[config.mk]
export PLATFORM = sky130hd
export DESIGN_NAME = mctc_core
export DESIGN_NICKNAME = d
export VERILOG_FILES = /design/src/shared/mctc_pkg.sv /design/src/shared/mctc_if.sv /design/src/design/mctc_alu.sv /design/src/design/mctc_stack.sv /design/src/design/mctc_core.sv
export VERILOG_INCLUDE_DIRS = /design/src /design/src/shared
export SDC_FILE = /design/constraint.sdc
export NUM_CORES = 1
export LEC_CHECK = 0
export BUFFER_PORTS_ARGS = -buffer_cell sky130_fd_sc_hd__buf_2
export CAP_MARGIN = 20
export CORE_ASPECT_RATIO = 1.75
export CORE_MARGIN = 8
export CORE_UTILIZATION = 52
export DETAILED_ROUTE_END_ITERATION = 12
export HOLD_SLACK_MARGIN = 0.1
export PLACE_DENSITY = 0.7
export SETUP_SLACK_MARGIN = 0.2
export SYNTH_ARGS = -nofsm -noshare
export SYNTH_HDL_FRONTEND = slang
export SYNTH_SLANG_ARGS = --single-unit
[constraint.sdc]
create_clock -name clock_i -period 6.35 [get_ports clock_i]
set_input_delay 1.27 -clock clock_i [delete_from_list [all_inputs] [get_ports clock_i]]
set_output_delay 1.27 -clock clock_i [all_outputs]
set_load 0.02 [all_outputs]
[src/shared/mctc_consts.svh]
// Constants of the instruction timing core: timing, field positions, reset values
// Included by bare name from every design file; holds definitions only
`ifndef MCTC_CONSTS_SVH
`define MCTC_CONSTS_SVH
`define MCTC_CLK_PER_ICYC 4
`define MCTC_PH_FETCH 2'h1
`define MCTC_PH_LAST 2'h3
`define MCTC_PCL_ADDR 8'h06
`define MCTC_PC_W 12
`define MCTC_STK_DEPTH 8
`define MCTC_RST_PC 12'h000
`define MCTC_F_GRP_HI 15
`define MCTC_F_GRP_LO 12
`define MCTC_F_SUB_HI 11
`define MCTC_F_SUB_LO 9
`define MCTC_F_MISC_LO 8
`define MCTC_F_DEST 8
`define MCTC_F_OPND_HI 7
`endif

[src/shared/mctc_pkg.sv]
// Types of the instruction timing core: instruction groups, ALU operations, states
// Compiled before the interfaces and design modules
package mctc_pkg;
	typedef enum logic [3:0] {
		GRP_MISC = 4'h0, GRP_XFER_AM = 4'h1, GRP_XFER_MA = 4'h2, GRP_XFER_AX = 4'h3,
		GRP_ALU_M = 4'h4, GRP_ALU_X = 4'h5, GRP_UNARY = 4'h6, GRP_BSET = 4'h7,
		GRP_BCLR = 4'h8, GRP_SKZ = 4'h9, GRP_SKBS = 4'hA, GRP_SKBC = 4'hB,
		GRP_UBRANCH = 4'hC, GRP_CALL = 4'hD
	} mctc_grp_t;
	typedef enum logic [3:0] {
		MISC_NOP = 4'h0, MISC_SUBEXIT = 4'h1, MISC_INTEXIT = 4'h2, MISC_PDOWN = 4'h3,
		MISC_TABRD = 4'h4
	} mctc_misc_t;
	typedef enum logic [3:0] {
		ALU_ADD = 4'h0, ALU_ADC = 4'h1, ALU_SUB = 4'h2, ALU_SBC = 4'h3,
		ALU_AND = 4'h4, ALU_OR = 4'h5, ALU_XOR = 4'h6, ALU_CMPL = 4'h7,
		ALU_ADD1 = 4'h8, ALU_SUB1 = 4'h9, ALU_ROR = 4'hA, ALU_ROL = 4'hB,
		ALU_RORC = 4'hC, ALU_ROLC = 4'hD, ALU_PASS = 4'hF
	} mctc_alu_op_t;
	typedef enum logic [2:0] {
		ST_EXEC = 3'h1, ST_EXTRA = 3'h2, ST_PDN = 3'h4
	} mctc_st_t;
endpackage

[src/shared/mctc_if.sv]
// Interfaces between the core sequencer, its ALU and its return-address stack
// The stack side runs on the core clock; the ALU side is combinational with no clock
`timescale 1ns/100ps
interface mctc_alu_if;
	import mctc_pkg::*;
	mctc_alu_op_t op;
	logic [7:0] a;
	logic [7:0] b;
	logic cin;
	logic [7:0] res;
	logic cout;
	logic zero;
	logic z_we;
	logic c_we;
	modport core (output op, a, b, cin, input res, cout, zero, z_we, c_we);
	modport alu (input op, a, b, cin, output res, cout, zero, z_we, c_we);
endinterface

interface mctc_stk_if #(parameter int PC_W = 12);
	logic push;
	logic pop;
	logic [PC_W-1:0] wdata;
	logic [PC_W-1:0] top;
	modport core (output push, pop, wdata, input top);
	modport stk (input push, pop, wdata, output top);
endinterface

[src/design/mctc_alu.sv]
// Combinational 8-bit ALU: add, subtract, logic, increment, decrement, rotates
// Operand a is the accumulator, b the memory or immediate value; no clock
`timescale 1ns/100ps
`include "mctc_consts.svh"
module mctc_alu import mctc_pkg::*; (
	mctc_alu_if.alu f // Operands in, result and flag updates out
);
	function automatic logic [8:0] add9(input logic [7:0] x, input logic [7:0] y,
		input logic ci);
		return {1'b0, x} + {1'b0, y} + {8'h00, ci};
	endfunction

	logic [8:0] sum;
	logic [7:0] res_v;
	logic cout_v;
	logic z_we_v;
	logic c_we_v;

	always_comb begin
		sum = 9'h000;
		res_v = f.b;
		cout_v = f.cin;
		z_we_v = 1'b0;
		c_we_v = 1'b0;
		unique case (f.op)
			ALU_ADD, ALU_ADC, ALU_SUB, ALU_SBC: begin
				// Carry set above 255; after subtract a clear carry marks a borrow
				sum = add9(f.a, (f.op[1] ? ~f.b : f.b), (f.op[0] ? f.cin : f.op[1]));
				res_v = sum[7:0];
				cout_v = sum[8];
				z_we_v = 1'b1;
				c_we_v = 1'b1;
			end
			ALU_AND: begin res_v = f.a & f.b; z_we_v = 1'b1; end
			ALU_OR: begin res_v = f.a | f.b; z_we_v = 1'b1; end
			ALU_XOR: begin res_v = f.a ^ f.b; z_we_v = 1'b1; end
			ALU_CMPL: begin res_v = ~f.b; z_we_v = 1'b1; end
			ALU_ADD1: begin res_v = f.b + 8'h01; z_we_v = 1'b1; end
			ALU_SUB1: begin res_v = f.b - 8'h01; z_we_v = 1'b1; end
			ALU_ROR: res_v = {f.b[0], f.b[7:1]};
			ALU_ROL: res_v = {f.b[6:0], f.b[7]};
			ALU_RORC: begin res_v = {f.cin, f.b[7:1]}; cout_v = f.b[0]; c_we_v = 1'b1; end
			ALU_ROLC: begin res_v = {f.b[6:0], f.cin}; cout_v = f.b[7]; c_we_v = 1'b1; end
			ALU_PASS: res_v = f.b;
			default: res_v = f.b;
		endcase
	end

	assign f.res = res_v;
	assign f.cout = cout_v;
	assign f.zero = (res_v == 8'h00);
	assign f.z_we = z_we_v;
	assign f.c_we = c_we_v;
endmodule

[src/design/mctc_stack.sv]
// Return-address stack for calls and subroutine exits
// Push and pop are single-cycle strobes from the sequencer; overflow wraps
`timescale 1ns/100ps
`include "mctc_consts.svh"
module mctc_stack #(
	parameter int PC_W = `MCTC_PC_W,
	parameter int DEPTH = `MCTC_STK_DEPTH
) (
	input wire logic clock_i, // Core clock
	input wire logic rst_n_i, // Asynchronous reset, active low
	mctc_stk_if.stk s // Push, pop and top of stack
);
	localparam int PW = $clog2(DEPTH);
	typedef struct packed {
		logic [DEPTH-1:0][PC_W-1:0] ent;
		logic [PW-1:0] ptr;
	} mctc_stk_st_t;

	mctc_stk_st_t state_q;
	mctc_stk_st_t state_d;

	always_comb begin
		state_d = state_q;
		if (s.push) begin
			state_d.ent[state_q.ptr] = s.wdata;
			state_d.ptr = state_q.ptr + 1'b1;
		end else if (s.pop) begin
			state_d.ptr = state_q.ptr - 1'b1;
		end
	end

	always_ff @(posedge clock_i or negedge rst_n_i) begin
		if (!rst_n_i) begin
			state_q <= '0;
		end else begin
			state_q <= state_d;
		end
	end

	assign s.top = state_q.ent[state_q.ptr - 1'b1];
endmodule

[src/design/mctc_core.sv]
// Instruction sequencer of the 8-bit core: four-phase instruction cycle, extra cycles,
// skips, calls, table reads, bit operations and power-down
// Program memory and data memory are synchronous: read data one clock after the address
`timescale 1ns/100ps
`include "mctc_consts.svh"
module mctc_core import mctc_pkg::*; #(
	parameter int PC_W = `MCTC_PC_W,
	parameter int STK_DEPTH = `MCTC_STK_DEPTH
) (
	input wire logic clock_i, // System clock, 250 MHz
	input wire logic rst_n_i, // Asynchronous reset, active low
	output logic [PC_W-1:0] pm_addr_o, // Program memory address
	input wire logic [15:0] pm_data_i, // Program memory word
	output logic [7:0] dm_addr_o, // Data memory address
	input wire logic [7:0] dm_rdata_i, // Data memory read data
	output logic [7:0] dm_wdata_o, // Data memory write data
	output logic dm_we_o, // Data memory write strobe
	input wire logic wake_i, // Wake request from power-down, asynchronous
	output logic [PC_W-1:0] pc_o, // Program counter
	output logic [7:0] acc_o, // Accumulator
	output logic zero_o, // Zero flag
	output logic carry_o, // Carry flag
	output logic gie_o, // Global interrupt enable
	output logic pdn_o, // Core is powered down
	output logic icyc_done_o // Pulse in the clock after the last clock of each instruction, except power-down
);
	typedef struct packed {
		mctc_st_t st;
		logic [1:0] ph;
		logic [1:0] extra;
		logic [15:0] ir;
		logic [PC_W-1:0] pc;
		logic [7:0] acc;
		logic z;
		logic c;
		logic gie;
		logic tbl;
		logic [PC_W-1:0] pm_addr;
		logic [7:0] dm_addr;
		logic [7:0] dm_wdata;
		logic dm_we;
		logic wake_m;
		logic wake_s;
		logic done;
	} mctc_core_st_t;

	function automatic logic is_pcl(input logic [7:0] a);
		return a == `MCTC_PCL_ADDR;
	endfunction

	function automatic logic [7:0] bit_mask(input logic [2:0] i);
		return 8'h01 << i;
	endfunction

	mctc_core_st_t state_q;
	mctc_core_st_t state_d;

	mctc_alu_if alu_bus ();
	mctc_stk_if #(.PC_W(PC_W)) stk_bus ();

	mctc_grp_t grp;
	mctc_misc_t misc;
	logic [2:0] sub;
	logic [7:0] opnd;
	logic [7:0] mval;
	logic exec_end;
	logic skip;
	logic wr_m;
	logic [7:0] wr_val;
	logic [1:0] more;
	logic [PC_W-1:0] pc_inc;
	logic add_ovf;

	assign grp = mctc_grp_t'(state_q.ir[`MCTC_F_GRP_HI:`MCTC_F_GRP_LO]);
	assign misc = mctc_misc_t'(state_q.ir[`MCTC_F_SUB_HI:`MCTC_F_MISC_LO]);
	assign sub = state_q.ir[`MCTC_F_SUB_HI:`MCTC_F_SUB_LO];
	assign opnd = state_q.ir[`MCTC_F_OPND_HI:0];
	// Reads of the low program counter byte come from the core, not from memory
	assign mval = is_pcl(state_q.dm_addr) ? state_q.pc[7:0] : dm_rdata_i;
	assign exec_end = (state_q.st == ST_EXEC) && (state_q.ph == `MCTC_PH_LAST);
	assign pc_inc = state_q.pc + PC_W'(1);
	assign add_ovf = ({1'b0, state_q.acc} + {1'b0, opnd}) > 9'h0FF;

	assign alu_bus.op = mctc_alu_op_t'({grp == GRP_UNARY, sub});
	assign alu_bus.a = state_q.acc;
	assign alu_bus.b = (grp == GRP_ALU_X) ? opnd : mval;
	assign alu_bus.cin = state_q.c;

	assign stk_bus.push = exec_end && (grp == GRP_CALL);
	assign stk_bus.pop = exec_end && (grp == GRP_MISC) &&
		(misc == MISC_SUBEXIT || misc == MISC_INTEXIT);
	assign stk_bus.wdata = pc_inc;

	mctc_alu u_alu (
		.f(alu_bus.alu)
	);

	mctc_stack #(.PC_W(PC_W), .DEPTH(STK_DEPTH)) u_stack (
		.clock_i(clock_i),
		.rst_n_i(rst_n_i),
		.s(stk_bus.stk)
	);

	always_comb begin
		state_d = state_q;
		skip = 1'b0;
		wr_m = 1'b0;
		wr_val = 8'h00;
		more = 2'h0;
		state_d.dm_we = 1'b0;
		state_d.done = 1'b0;
		state_d.wake_m = wake_i;
		state_d.wake_s = state_q.wake_m;
		unique case (state_q.st)
			ST_EXEC: begin
				state_d.ph = state_q.ph + 2'h1;
				if (state_q.ph == `MCTC_PH_FETCH) begin
					state_d.ir = pm_data_i;
					state_d.dm_addr = pm_data_i[`MCTC_F_OPND_HI:0];
				end
				if (state_q.ph == `MCTC_PH_LAST) begin
					state_d.pc = pc_inc;
					unique case (grp)
						GRP_MISC: begin
							unique case (misc)
								MISC_SUBEXIT: begin
									state_d.pc = stk_bus.top;
									more = 2'h1;
								end
								MISC_INTEXIT: begin
									state_d.pc = stk_bus.top;
									state_d.gie = 1'b1;
									more = 2'h1;
								end
								MISC_PDOWN: state_d.st = ST_PDN;
								MISC_TABRD: begin
									state_d.tbl = 1'b1;
									more = 2'h1;
								end
								default: state_d.pc = pc_inc;
							endcase
						end
						GRP_XFER_AM: state_d.acc = mval;
						GRP_XFER_MA: begin
							wr_m = 1'b1;
							wr_val = state_q.acc;
						end
						GRP_XFER_AX: state_d.acc = opnd;
						GRP_ALU_M, GRP_UNARY, GRP_ALU_X: begin
							if (state_q.ir[`MCTC_F_DEST] && grp != GRP_ALU_X) begin
								wr_m = 1'b1;
								wr_val = alu_bus.res;
							end else begin
								state_d.acc = alu_bus.res;
							end
							if (alu_bus.z_we) begin
								state_d.z = alu_bus.zero;
							end
							if (alu_bus.c_we) begin
								state_d.c = alu_bus.cout;
							end
						end
						GRP_BSET: begin
							wr_m = 1'b1;
							wr_val = mval | bit_mask(sub);
						end
						GRP_BCLR: begin
							wr_m = 1'b1;
							wr_val = mval & ~bit_mask(sub);
						end
						GRP_SKZ: skip = state_q.ir[`MCTC_F_DEST] ^ (mval == 8'h00);
						GRP_SKBS: skip = (mval & bit_mask(sub)) != 8'h00;
						GRP_SKBC: skip = (mval & bit_mask(sub)) == 8'h00;
						GRP_UBRANCH, GRP_CALL: begin
							state_d.pc = state_q.ir[PC_W-1:0];
							more = 2'h1;
						end
						default: state_d.pc = pc_inc;
					endcase
					if (wr_m) begin
						state_d.dm_wdata = wr_val;
						state_d.dm_we = 1'b1;
						if (is_pcl(state_q.dm_addr)) begin
							state_d.pc = {state_q.pc[PC_W-1:8], wr_val};
							more = more + 2'h1;
						end
					end
					if (skip) begin
						state_d.pc = state_q.pc + PC_W'(2);
						more = 2'h1;
					end
					if (grp == GRP_MISC && misc == MISC_TABRD) begin
						state_d.pm_addr = {state_q.pc[PC_W-1:8], state_q.acc};
					end else begin
						state_d.pm_addr = state_d.pc;
					end
					if (state_d.st != ST_PDN) begin
						if (more != 2'h0) begin
							state_d.st = ST_EXTRA;
							state_d.extra = more - 2'h1;
						end else begin
							state_d.done = 1'b1;
						end
					end
				end
			end
			ST_EXTRA: begin
				state_d.ph = state_q.ph + 2'h1;
				if (state_q.ph == `MCTC_PH_LAST) begin
					if (state_q.tbl) begin
						state_d.acc = pm_data_i[7:0];
						state_d.tbl = 1'b0;
						state_d.pm_addr = state_q.pc;
					end
					if (state_q.extra == 2'h0) begin
						state_d.st = ST_EXEC;
						state_d.done = 1'b1;
					end else begin
						state_d.extra = state_q.extra - 2'h1;
					end
				end
			end
			ST_PDN: begin
				if (state_q.wake_s) begin
					state_d.st = ST_EXEC;
				end
			end
			default: state_d.st = ST_EXEC;
		endcase
	end

	always_ff @(posedge clock_i or negedge rst_n_i) begin
		if (!rst_n_i) begin
			state_q <= '0;
			state_q.st <= ST_EXEC;
			state_q.pc <= PC_W'(`MCTC_RST_PC);
			state_q.pm_addr <= PC_W'(`MCTC_RST_PC);
		end else begin
			state_q <= state_d;
		end
	end

	assign pm_addr_o = state_q.pm_addr;
	assign dm_addr_o = state_q.dm_addr;
	assign dm_wdata_o = state_q.dm_wdata;
	assign dm_we_o = state_q.dm_we;
	assign pc_o = state_q.pc;
	assign acc_o = state_q.acc;
	assign zero_o = state_q.z;
	assign carry_o = state_q.c;
	assign gie_o = state_q.gie;
	assign pdn_o = state_q.st[2];
	assign icyc_done_o = state_q.done;
endmodule

==> run_results.csv, run 1 <==
group,metric,value,unit
die,die_width,128,um
clocking,cts-resized-gates,0,
synth,synth_cell_type_count,92,
timing,post-route-period-util,75.2,%
timing,max_freq,209,MHz
placed_design,place.gp.congestion,0.975,
placed_design,place_area,0.0118,mm^2
synth,ys.flop_type,"dfrtp_1",
global_route,antenna_found_initial,2,
clocking,numClockSinks,170,
final_layout,layout.nets,1322,
placed_design,io_buffers,80,
detailed_routing,viasPerCell,6.53,
timing,setup_ws,1.58,ns
detailed_routing,drc,0,
synth,ys_ff_latch,170,
clocking,h-tree-depth,4,
timing,setup_viol,0,
run,drv_cap,0,
hold_path,min_path_type,"reg2reg",
synth,synth_edf_count,0,
final_layout,drive_gt1_share,18.3,%
critical_path,cp.required,6.66,ns
synth,synth_top_family_by_area,"compound AO/OA/AOI/OAI gates",
die,rows,72,
synth,syn_nets,1326,
final_layout,nFillCells,2035,
clocking,numCtsBuffers,17,
detailed_routing,drtIter0Drc,941,
detailed_routing,dr_total_vias,10226,
clocking,path_clk_slew,0.07,ns
power_and_ir_drop,p_leak,5.33,nW
die,dieArea,0.0272,mm^2
global_route,grt_first_pass_wirelength,63.4,mm
synth,synth_area_per_cell,9.08,um^2
critical_path,cp-start-kind,"register",
global_route,grtUsageTotal,31.3,%
global_route,grt_pass1_vias,10390,
critical_path,crit_path_max_fanout,10,
timing,finClkSkew,0.0121,ns
clocking,postCtsSetupBuffers,0,
global_route,grt_max_degree,85,
timing,slew_viol_final,0,
die,fp.coreArea,0.0219,mm^2
final_layout,multi_input_area,0.00639,mm^2
timing,relSlewSlack,27.3,%
synth,synthMuxAreaShare,9.86,%
synth,synthAdderAreaFrac,4.33,%
critical_path,end_kind,"register",
placed_design,place_hpwl,30.0,mm
outcome,status,"completed",
placed_design,place_ws,1.59,ns
timing,layout_min_cycle_time,4.77,ns
clocking,clock_path_buffers,2,
clocking,cts_tree,"built",
detailed_routing,routedWlPerCell,26.6,um
timing,rsz0062_at_grt,"false",
power_and_ir_drop,irDropWorstVdd,0.292,mV
die,die_h,212,um
clocking,hold_buffers,0,
die,initial_core_util,52.3,%
timing,tns,0,ns
final_layout,stdcell_area,0.0124,mm^2
clocking,root_buffer,"clkbuf_16",
synth,synth_warnings,0,
power_and_ir_drop,cellPowerDensity,551,mW/mm^2
final_layout,syn2layout_area_growth,8.24,%
final_layout,num_antenna_cells,0,
timing,hold_violations,0,
critical_path,worstSetupPathType,"reg2reg",
synth,synthSimpleGateAreaFrac,16.2,%
timing,worst_pin_slew,1.08,ns
global_route,overflow,0,
synth,async_flop_share,100,%
clocking,clk_latency,0.44,ns
synth,yosysSeqAreaShare,37.2,%
detailed_routing,drt_wl_total,41.6,mm
synth,synth-compound-area-share,22.1,%
synth,synth_xor_area_share,2.98,%
critical_path,arrival,5.09,ns
synth,syn_inst,1262,
die,num_io_pins,81,
detailed_routing,firstDrtPassIters,7,
detailed_routing,detail-route-antenna-nets,0,
final_layout,seq_area,0.00426,mm^2
synth,syn_area,0.0115,mm^2
synthesized netlist by cell type (8+ instances only):
cell type  count  share of area, %
and3_1         8              0.44
nand3_1       26               1.1
and2_1        13              0.71
a221oi_1      10              0.76
nor3_1        20              0.87
xnor2_1       24               1.8
inv_1         30              0.98
o211ai_1       9              0.59
buf_4         48               3.1
clkbuf_1      73               2.4
a31oi_1       16              0.87
a22oi_1       12              0.79
nor2b_1        9              0.49
xor2_1        15               1.1
o21ai_1       16              0.70
nor2_1        99               3.2
mux4_2        24               4.7
ha_1          34               3.7
mux2_2        31               3.0
dfrtp_1      169                37
o221ai_1      13              0.99
a21oi_1      104               4.5
nand2b_1      15              0.82
nor4_1        14              0.76
a21o_1        13              0.85
mux2i_1       24               2.1
nand4_1        9              0.49
nand2_1      135               4.4
a211oi_1      12              0.79
o21ai_0       94               4.1
cell usage in the layout (no fill, tap or decap), types with 10 or more instances in the layout:
master,Yosys,layout
dfrtp_1,169,168
nand2_1,135,135
a21oi_1,104,104
nor2_1,99,99
o21ai_0,94,94
buf_2,6,79
ha_1,34,34
buf_4,48,32
mux2_2,31,31
inv_1,30,30
nand3_1,26,26
xnor2_1,24,24
mux2i_1,24,24
mux4_2,24,24
nor3_1,20,20
clkbuf_16,0,17
a31oi_1,16,16
o21ai_1,16,16
nand2b_1,15,15
xor2_1,15,15
a21o_1,13,13
and2_1,13,13
o221ai_1,13,13
a211oi_1,12,12
a22oi_1,12,12
nor4_1,14,11
a221oi_1,10,10
area by class of cell:
cell class | instances | area share (%)
sequential | 170 | 34.3
timing repair buffer | 113 | 5.31
tap | 296 | 2.99
clock buffer | 19 | 3.49
multi-input combinational | 923 | 51.5
clock inverter | 12 | 1.32
inverter | 33 | 1.02
layer usage:
metal / vias up / track usage (%) / routed length (um)
met2: 488 / 54.1 / 21200
li1: 4549 / - / -
met3: 222 / 6.55 / 2660
met5: - / 0 / 13
met1: 4965 / 32.1 / 14100
met4: 2 / 25.5 / 3600
critical path: stages (launching register included):
cell       delay, ns
dfrtp_1         0.47
or4_1           0.83
o21ai_2         0.29
a31oi_2         0.26
xor2_1          0.25
fa_1            0.25
inv_1           0.06
fa_1            0.39
xnor2_1         0.14
a22o_1          0.19
a221o_1         0.26
a2bb2oi_1       0.24
a221oi_1        0.54
a211oi_1        0.14
a21oi_1         0.20
o21ai_0         0.10
cells by family after synthesis:
kind of cell,count (synthesis)
and+or+nand+nor,386
muxes,79
xor gates and xnor gates,39
DFF,170
adders and majority gates,38
AOI/OAI and AO/OA,381
buffers and inverters,169
path summary, 6_finish.rpt:
kind	startpoint	endpoint	slack, ns	depth (start not counted)
max	opnd[5]	pm_addr_o[2]	1.58	15
min	state_d[1]	state_q[1]	0.35	0
max reg2reg	opnd[5]	pm_addr_o[2]	1.58	15
min reg2reg	state_d[1]	state_q[1]	0.35	0
max in group asynchronous	rst_n_i	u_stack.state_q[0]	3.99	2
min in group asynchronous	rst_n_i	dm_we_o	0.87	1
sequential cells by signal, summed over array words and instances (netlist names):
register / count
opnd: 8
u_stack.state_q: 99
pc_o: 12
carry_o: 1
dm_wdata_o: 8
zero_o: 1
state_d: 1
misc: 1
state_q: 8
pdn_o: 1
alu_bus.op: 3
pm_addr_o: 12
gie_o: 1
icyc_done_o: 1
dm_we_o: 1
grp: 4
acc_o: 8
metrics by stage:
stage | power, mW | hold WS, ns | std cells | utilization (%)
after floorplan | 4.49 | 0.331 | 1262 | -
after global placement | 5.56 | 0.334 | 1534 | 53.9
after detailed placement | 5.60 | 0.341 | 1534 | 53.9
after CTS | 6.70 | 0.353 | 1565 | 56.6
after global routing | 7.20 | 0.360 | 1566 | 56.6
final | 6.83 | 0.347 | 1566 | 56.6
power by group:
| group | internal, mW | total, mW | switching [mW] | leakage, nW |
|---|---|---|---|---|
| clock | 0.623 | 1.09 | 0.466 | 0.282 |
| sequential | 1.39 | 1.87 | 0.479 | 2.24 |
| combinational | 1.41 | 3.87 | 2.47 | 2.81 |
| total | 3.42 | 6.83 | 3.41 | 5.33 |
Power figures use the tool's default switching activity.
==> run 2: changes to the inputs <==
--- a/config.mk
+++ b/config.mk
@@ -13,7 +13,7 @@
 export CORE_UTILIZATION = 52
 export DETAILED_ROUTE_END_ITERATION = 12
 export HOLD_SLACK_MARGIN = 0.1
-export PLACE_DENSITY = 0.7
+export PLACE_DENSITY = 0.73
 export SETUP_SLACK_MARGIN = 0.2
 export SYNTH_ARGS = -nofsm -noshare
 export SYNTH_HDL_FRONTEND = slang
==> constraint.sdc (replaced) <==
create_clock -name clock_i -period 3.8 [get_ports clock_i]
set_input_delay 0.76 -clock clock_i [delete_from_list [all_inputs] [get_ports clock_i]]
set_output_delay 0.76 -clock clock_i [all_outputs]
set_load 0.02 [all_outputs]
==> run 2 against run 1 <==
Net effect: the run now ends with negative setup slack left; count of clock-buffer cells in the layout decreased by 1; critical endpoint is now zero_o; combinational power increased by 130%; sequential power increased by 55%.
==> run_results.csv, run 2 (same netlist as run 1, synthesis figures left out) <==
group,metric,value,unit
outcome,status,"finished, violations left",
outcome,violations,"negative setup slack",
timing,tns,-0.531,ns
detailed_routing,detail-route-antenna-nets,0,
timing,setup_ws,-0.120,ns
timing,worst_pin_slew,1.15,ns
critical_path,ff2ff_setup_slack,-0.12,ns
timing,hold_violations,0,
die,dieArea,0.0272,mm^2
detailed_routing,firstDrtPassIters,5,
hold_path,min_path_type,"in2async",
power_and_ir_drop,switching_share,48.2,%
critical_path,arrival,4.29,ns
critical_path,worstSetupPathType,"reg2reg",
final_layout,final_common_cell,"dfrtp_1",
global_route,grt_max_degree,92,
final_layout,drive_gt1_share,32.1,%
final_layout,nFillCells,1867,
timing,layout_min_cycle_time,3.92,ns
clocking,clk_latency,0.45,ns
final_layout,multi_input_area,0.00689,mm^2
power_and_ir_drop,netSwitchingPower,6.59,mW
power_and_ir_drop,p_int,7.09,mW
die,die_width,128,um
clocking,path_clk_slew,0.07,ns
clocking,h-tree-depth,4,
critical_path,end_kind,"register",
detailed_routing,routedWlPerCell,26.1,um
detailed_routing,drt_wl_total,44.8,mm
die,fp.coreArea,0.0219,mm^2
power_and_ir_drop,power.share.sequential,21.2,%
critical_path,cp.required,4.16,ns
die,die_h,212,um
placed_design,dp_cells,1649,
clocking,numCtsBuffers,17,
power_and_ir_drop,p_leak,6.15,nW
final_layout,syn2layout_area_growth,22.6,%
detailed_routing,viasPerCell,6.48,
final_layout,seq_area,0.00426,mm^2
timing,relSlewSlack,22.5,%
power_and_ir_drop,irDropWorstVdd,0.427,mV
timing,timing.hold.ws,0.349,ns
placed_design,place.gp.congestion,1.05,
placed_design,io_buffers,80,
global_route,grt_pass1_vias,11161,
timing,finClkSkew,0.0121,ns
die,rows,72,
clocking,clock_path_buffers,2,
detailed_routing,drtIter0Drc,1053,
power_and_ir_drop,cellPowerDensity,974,mW/mm^2
critical_path,cp-start-kind,"register",
timing,max_freq,255,MHz
die,num_io_pins,81,
global_route,antenna_found_initial,0,
final_layout,largest_reg_flops,99,
global_route,grtUsageTotal,33.5,%
power_and_ir_drop,power_frac_comb,66.3,%
run,drv_cap,0,
final_layout,mostFrequentLayoutCells,"dfrtp_1, buf_4, nand2_1",
timing,setup_viol,10,
critical_path,crit_path_max_fanout,3,
final_layout,stdcell_area,0.0140,mm^2
detailed_routing,dr_total_vias,11111,
final_layout,stdcell_count,1715,
clocking,numClockSinks,170,
global_route,grt_first_pass_wirelength,67.2,mm
timing,post-route-period-util,103,%
final_layout,max_flop_register,"u_stack.state_q",
timing,rsz0062_at_grt,"true",
clocking,root_buffer,"clkbuf_16",
die,initial_core_util,52.3,%
clocking,cts_tree,"built",
global_route,overflow,0,
timing,slew_viol_final,0,
detailed_routing,drc,0,
final_layout,layout.nets,1468,
power_and_ir_drop,p_clk_share,12.6,%
placed_design,place_hpwl,32.5,mm
placed_design,place_area,0.0127,mm^2
power_and_ir_drop,finalPower,13.7,mW
## run 2: final cells by class
cell class	instances	share of cell area (%)
Multi-Input combinational cell	923	49.1
Sequential cell	170	30.3
Timing Repair Buffer	259	13.0
Clock buffer	18	3.06
Tap cell	296	2.64
Clock inverter	14	0.954
Inverter	33	0.900
Antenna cell	2	0.0357
## run 2: power groups by stage
stage | combinational, mW | sequential, mW | clock (mW)
2_1_floorplan | 4.89 | 2.70 | 0
3_3_place_gp | 7.43 | 2.84 | 0
3_5_place_dp | 7.50 | 2.87 | 0
4_1_cts | 8.16 | 2.84 | 1.74
5_1_grt | 9.56 | 2.94 | 1.80
6_report | 9.06 | 2.90 | 1.72
## run 2: layer usage
layer	wire length [um]	global-route usage [%]
met1	14600	32.9
met2	23000	57.7
met3	3140	8.41
met4	4070	29.0
met5	0	0
## run 2: worst paths after layout
kind,endpoint,from,cells past startpoint
min,dm_we_o,rst_n_i,1
min reg2reg,state_q[1],state_d[1],0
max,zero_o,opnd[6],16
max in group asynchronous,u_stack.state_q[17],rst_n_i,2
min in group clock_i,state_q[1],state_d[1],0
max reg2reg,zero_o,opnd[6],16
## run 2: stage by stage
stage	utilization, %	setup WS [ns]
after floorplan	-	0.0317
after global placement	58.1	-0.167
after detailed placement	58.1	-0.232
after CTS	62.5	-0.0408
after global routing	64.1	-0.240
final	64.1	-0.120
## run 2: repair_timing
action                     CTS  global route
setup endpoints to repair   33            46
buffers inserted            12            19
hold buffers                 0             0
resized for setup           77            43
pin swaps                   39            39
## run 2: critical path, cell delays in order (launching register included)
cell       delay [ns]
dfrtp_1          0.39
or4_4            0.58
o21ai_4          0.20
a31oi_4          0.12
xor2_2           0.16
fa_2             0.26
inv_2            0.05
fa_2             0.35
xnor2_1          0.14
a22o_1           0.17
a221o_1          0.30
a2bb2oi_4        0.22
buf_4            0.20
nor3_2           0.13
nand3_1          0.09
a2111o_1         0.30
o31ai_2          0.17
==> run 3: changes to the inputs <==
--- a/config.mk
+++ b/config.mk
@@ -6,6 +6,7 @@
 export SDC_FILE = /design/constraint.sdc
 export NUM_CORES = 1
 export LEC_CHECK = 0
+export ABC_AREA = 1
 export BUFFER_PORTS_ARGS = -buffer_cell sky130_fd_sc_hd__buf_2
 export CAP_MARGIN = 20
 export CORE_ASPECT_RATIO = 1.75
@@ -13,7 +14,7 @@
 export CORE_UTILIZATION = 52
 export DETAILED_ROUTE_END_ITERATION = 12
 export HOLD_SLACK_MARGIN = 0.1
-export PLACE_DENSITY = 0.73
+export PLACE_DENSITY = 0.8
 export SETUP_SLACK_MARGIN = 0.2
 export SYNTH_ARGS = -nofsm -noshare
 export SYNTH_HDL_FRONTEND = slang
==> run 3 against run 2 <==
Net effect: the run now ends clean; combinational power shrank 9.8%; synthesized cell count grew 23%; critical path depth grew 9; critical path type unchanged.
==> run_results.csv, run 3 <==
group,metric,value,unit
final_layout,drive_gt1_share,20.2,%
timing,rsz0062_at_grt,"true",
final_layout,max_flop_register,"u_stack.state_q",
critical_path,arrival,3.95,ns
timing,post-route-period-util,94.4,%
detailed_routing,drt_wl_total,48.1,mm
placed_design,place_hpwl,36.2,mm
detailed_routing,routedWlPerCell,24.5,um
global_route,grtUsageTotal,36.5,%
clocking,hold_buffers,0,
critical_path,cp_slowest_cell,"dfrtp_1",
power_and_ir_drop,cellPowerDensity,980,mW/mm^2
timing,relSlewSlack,31.4,%
detailed_routing,firstDrtPassIters,6,
final_layout,syn2layout_area_growth,16.4,%
die,rows,71,
global_route,antenna_found_initial,1,
placed_design,dp_cells,1921,
critical_path,end_kind,"register",
critical_path,worstSetupPathType,"reg2reg",
clocking,h-tree-depth,4,
clocking,clk_latency,0.44,ns
critical_path,cp_slowest_stage_delay,0.40,ns
power_and_ir_drop,irDropWorstVdd,0.623,mV
detailed_routing,viasPerCell,6.08,
synth,synth_area_per_cell,7.34,um^2
final_layout,utilization,61.7,%
synth,syn_nets,1617,
synth,ys_ff_latch,170,
run,drv_cap,0,
synth,synth_warnings,0,
timing,layout_min_cycle_time,3.59,ns
final_layout,mostFrequentLayoutCells,"nand2_1, o21ai_0, dfrtp_1",
critical_path,rr_worst_depth,25,
clocking,path_clk_slew,0.07,ns
synth,synth.area.top_cells,"dfrtp_1, nand2_1, o21ai_0",
power_and_ir_drop,finalPower,13.0,mW
clocking,clock_path_buffers,2,
timing,hold_violations,0,
final_layout,stdcell_count,1965,
final_layout,nFillCells,1974,
timing,finClkSkew,0.0147,ns
synth,synth_cell_type_count,63,
placed_design,place_ws,-0.0270,ns
detailed_routing,detail-route-antenna-nets,0,
critical_path,r2r_end,"acc_o[7]",
clocking,root_buffer,"clkbuf_16",
die,num_io_pins,81,
critical_path,crit_path_end,"acc_o[7]",
synth,ys.flop_type,"dfrtp_1",
timing,slew_viol_final,0,
global_route,overflow,0,
critical_path,critPathLaunch,"opnd[7]",
hold_path,min_path_type,"in2async",
power_and_ir_drop,p_leak,6.51,nW
clocking,numClockSinks,170,
placed_design,place.gp.congestion,1.09,
detailed_routing,drc,0,
synth,syn_inst,1553,
detailed_routing,dr_total_vias,11941,
timing,setup_viol,0,
die,die_h,212,um
timing,timing.hold.ws,0.239,ns
synth,synth_most_common_cell,"nand2_1",
synth,synth_edf_count,0,
die,initial_core_util,53.0,%
timing,setup_ws,0.213,ns
timing,max_freq,279,MHz
final_layout,largest_reg_flops,99,
synth,yosysSeqAreaShare,37.3,%
critical_path,cpMostUsedCell,"nand2_4",
final_layout,layout.nets,1721,
critical_path,ff2ff_setup_slack,0.21,ns
timing,worst_pin_slew,1.03,ns
synth,synth_top_area_share,37.1,%
synth,syn_area,0.0114,mm^2
critical_path,r2r-start,"opnd[7]",
die,fp.coreArea,0.0215,mm^2
detailed_routing,drtIter0Drc,959,
critical_path,crit_path_max_fanout,5,
die,dieArea,0.0271,mm^2
global_route,grt_pass1_vias,11644,
clocking,numCtsBuffers,17,
final_layout,final_common_cell,"nand2_1",
critical_path,cp-start-kind,"register",
outcome,status,"completed",
die,die_width,128,um
critical_path,cp.required,4.16,ns
synth,synthTopCellsByCount,"nand2_1, o21ai_0, dfrtp_1",
synth,async_flop_share,100,%
global_route,grt_max_degree,87,
clocking,cts_tree,"built",
global_route,grt_first_pass_wirelength,72.1,mm
synth,synth_area_leader_cell,"dfrtp_1",
placed_design,io_buffers,80,
## run 3: metal layers
| metal | up-vias | GRT usage, % | routed length, um |
|---|---|---|---|
| li1 | 5339 | - | - |
| met1 | 5661 | 35.6 | 15200 |
| met2 | 691 | 63.1 | 24600 |
| met3 | 248 | 9.07 | 3750 |
| met4 | 2 | 31.9 | 4590 |
| met5 | - | 0 | 13 |
## run 3: cells by family after synthesis
group,after synthesis,synth area share [%]
AND/OR/NAND/NOR,664,25.1
AO/OA/AOI/OAI,387,20.3
buffers and inverters,267,10.8
flip-flops,170,37.3
adder cells (fa/ha/maj),37,4.26
XOR/XNOR,26,2.00
multiplexers,2,0.187
## run 3: layout make-up
type / instances / area (um^2) / share of cell area, %
multi-input combinational: 1116 / 6130 / 46.2
sequential: 170 / 4260 / 32.1
timing repair buffer: 193 / 1290 / 9.71
inverter: 159 / 599 / 4.52
clock buffer: 19 / 433 / 3.26
tap: 292 / 365 / 2.75
clock inverter: 13 / 191 / 1.44
antenna: 3 / 7.51 / 0.0566
## run 3: timing repair
item                       CTS  global route
setup buffers                1             8
pin swaps                    4            36
setup endpoints to repair    6            29
resized for setup            9            53
## run 3: where the power goes
group,total (mW),internal (mW),switching (mW)
clock,1.89,1.11,0.776
sequential,2.94,2.36,0.584
combinational,8.17,2.73,5.44
## run 3: through the flow
stage | TNS [ns] | cell area [um^2]
finish | 0 | 13300
global route | 0 | 13300
CTS | 0 | 13000
detailed placement | -0.0270 | 12300
global placement | -0.00210 | 12300
floorplan | 0 | 11400
## run 3: critical path: cells and delay by family (launching register included)
family,cells,cell delay (ns)
flops,1,0.40
compound gates,4,0.59
simple gates,13,1.23
fa+ha+maj,1,0.30
xor+xnor,2,0.34
buf+inv,5,0.66
## run 3: how the worst min path moves through the flow
stage | startpoint | to
after floorplan | state_d[1] | state_q[1]
after CTS | rst_n_i | u_stack.state_q[61]
after detailed placement | state_d[1] | state_q[1]
after global placement | state_d[1] | state_q[1]
after global routing | rst_n_i | u_stack.state_q[61]
final | rst_n_i | u_stack.state_q[61]
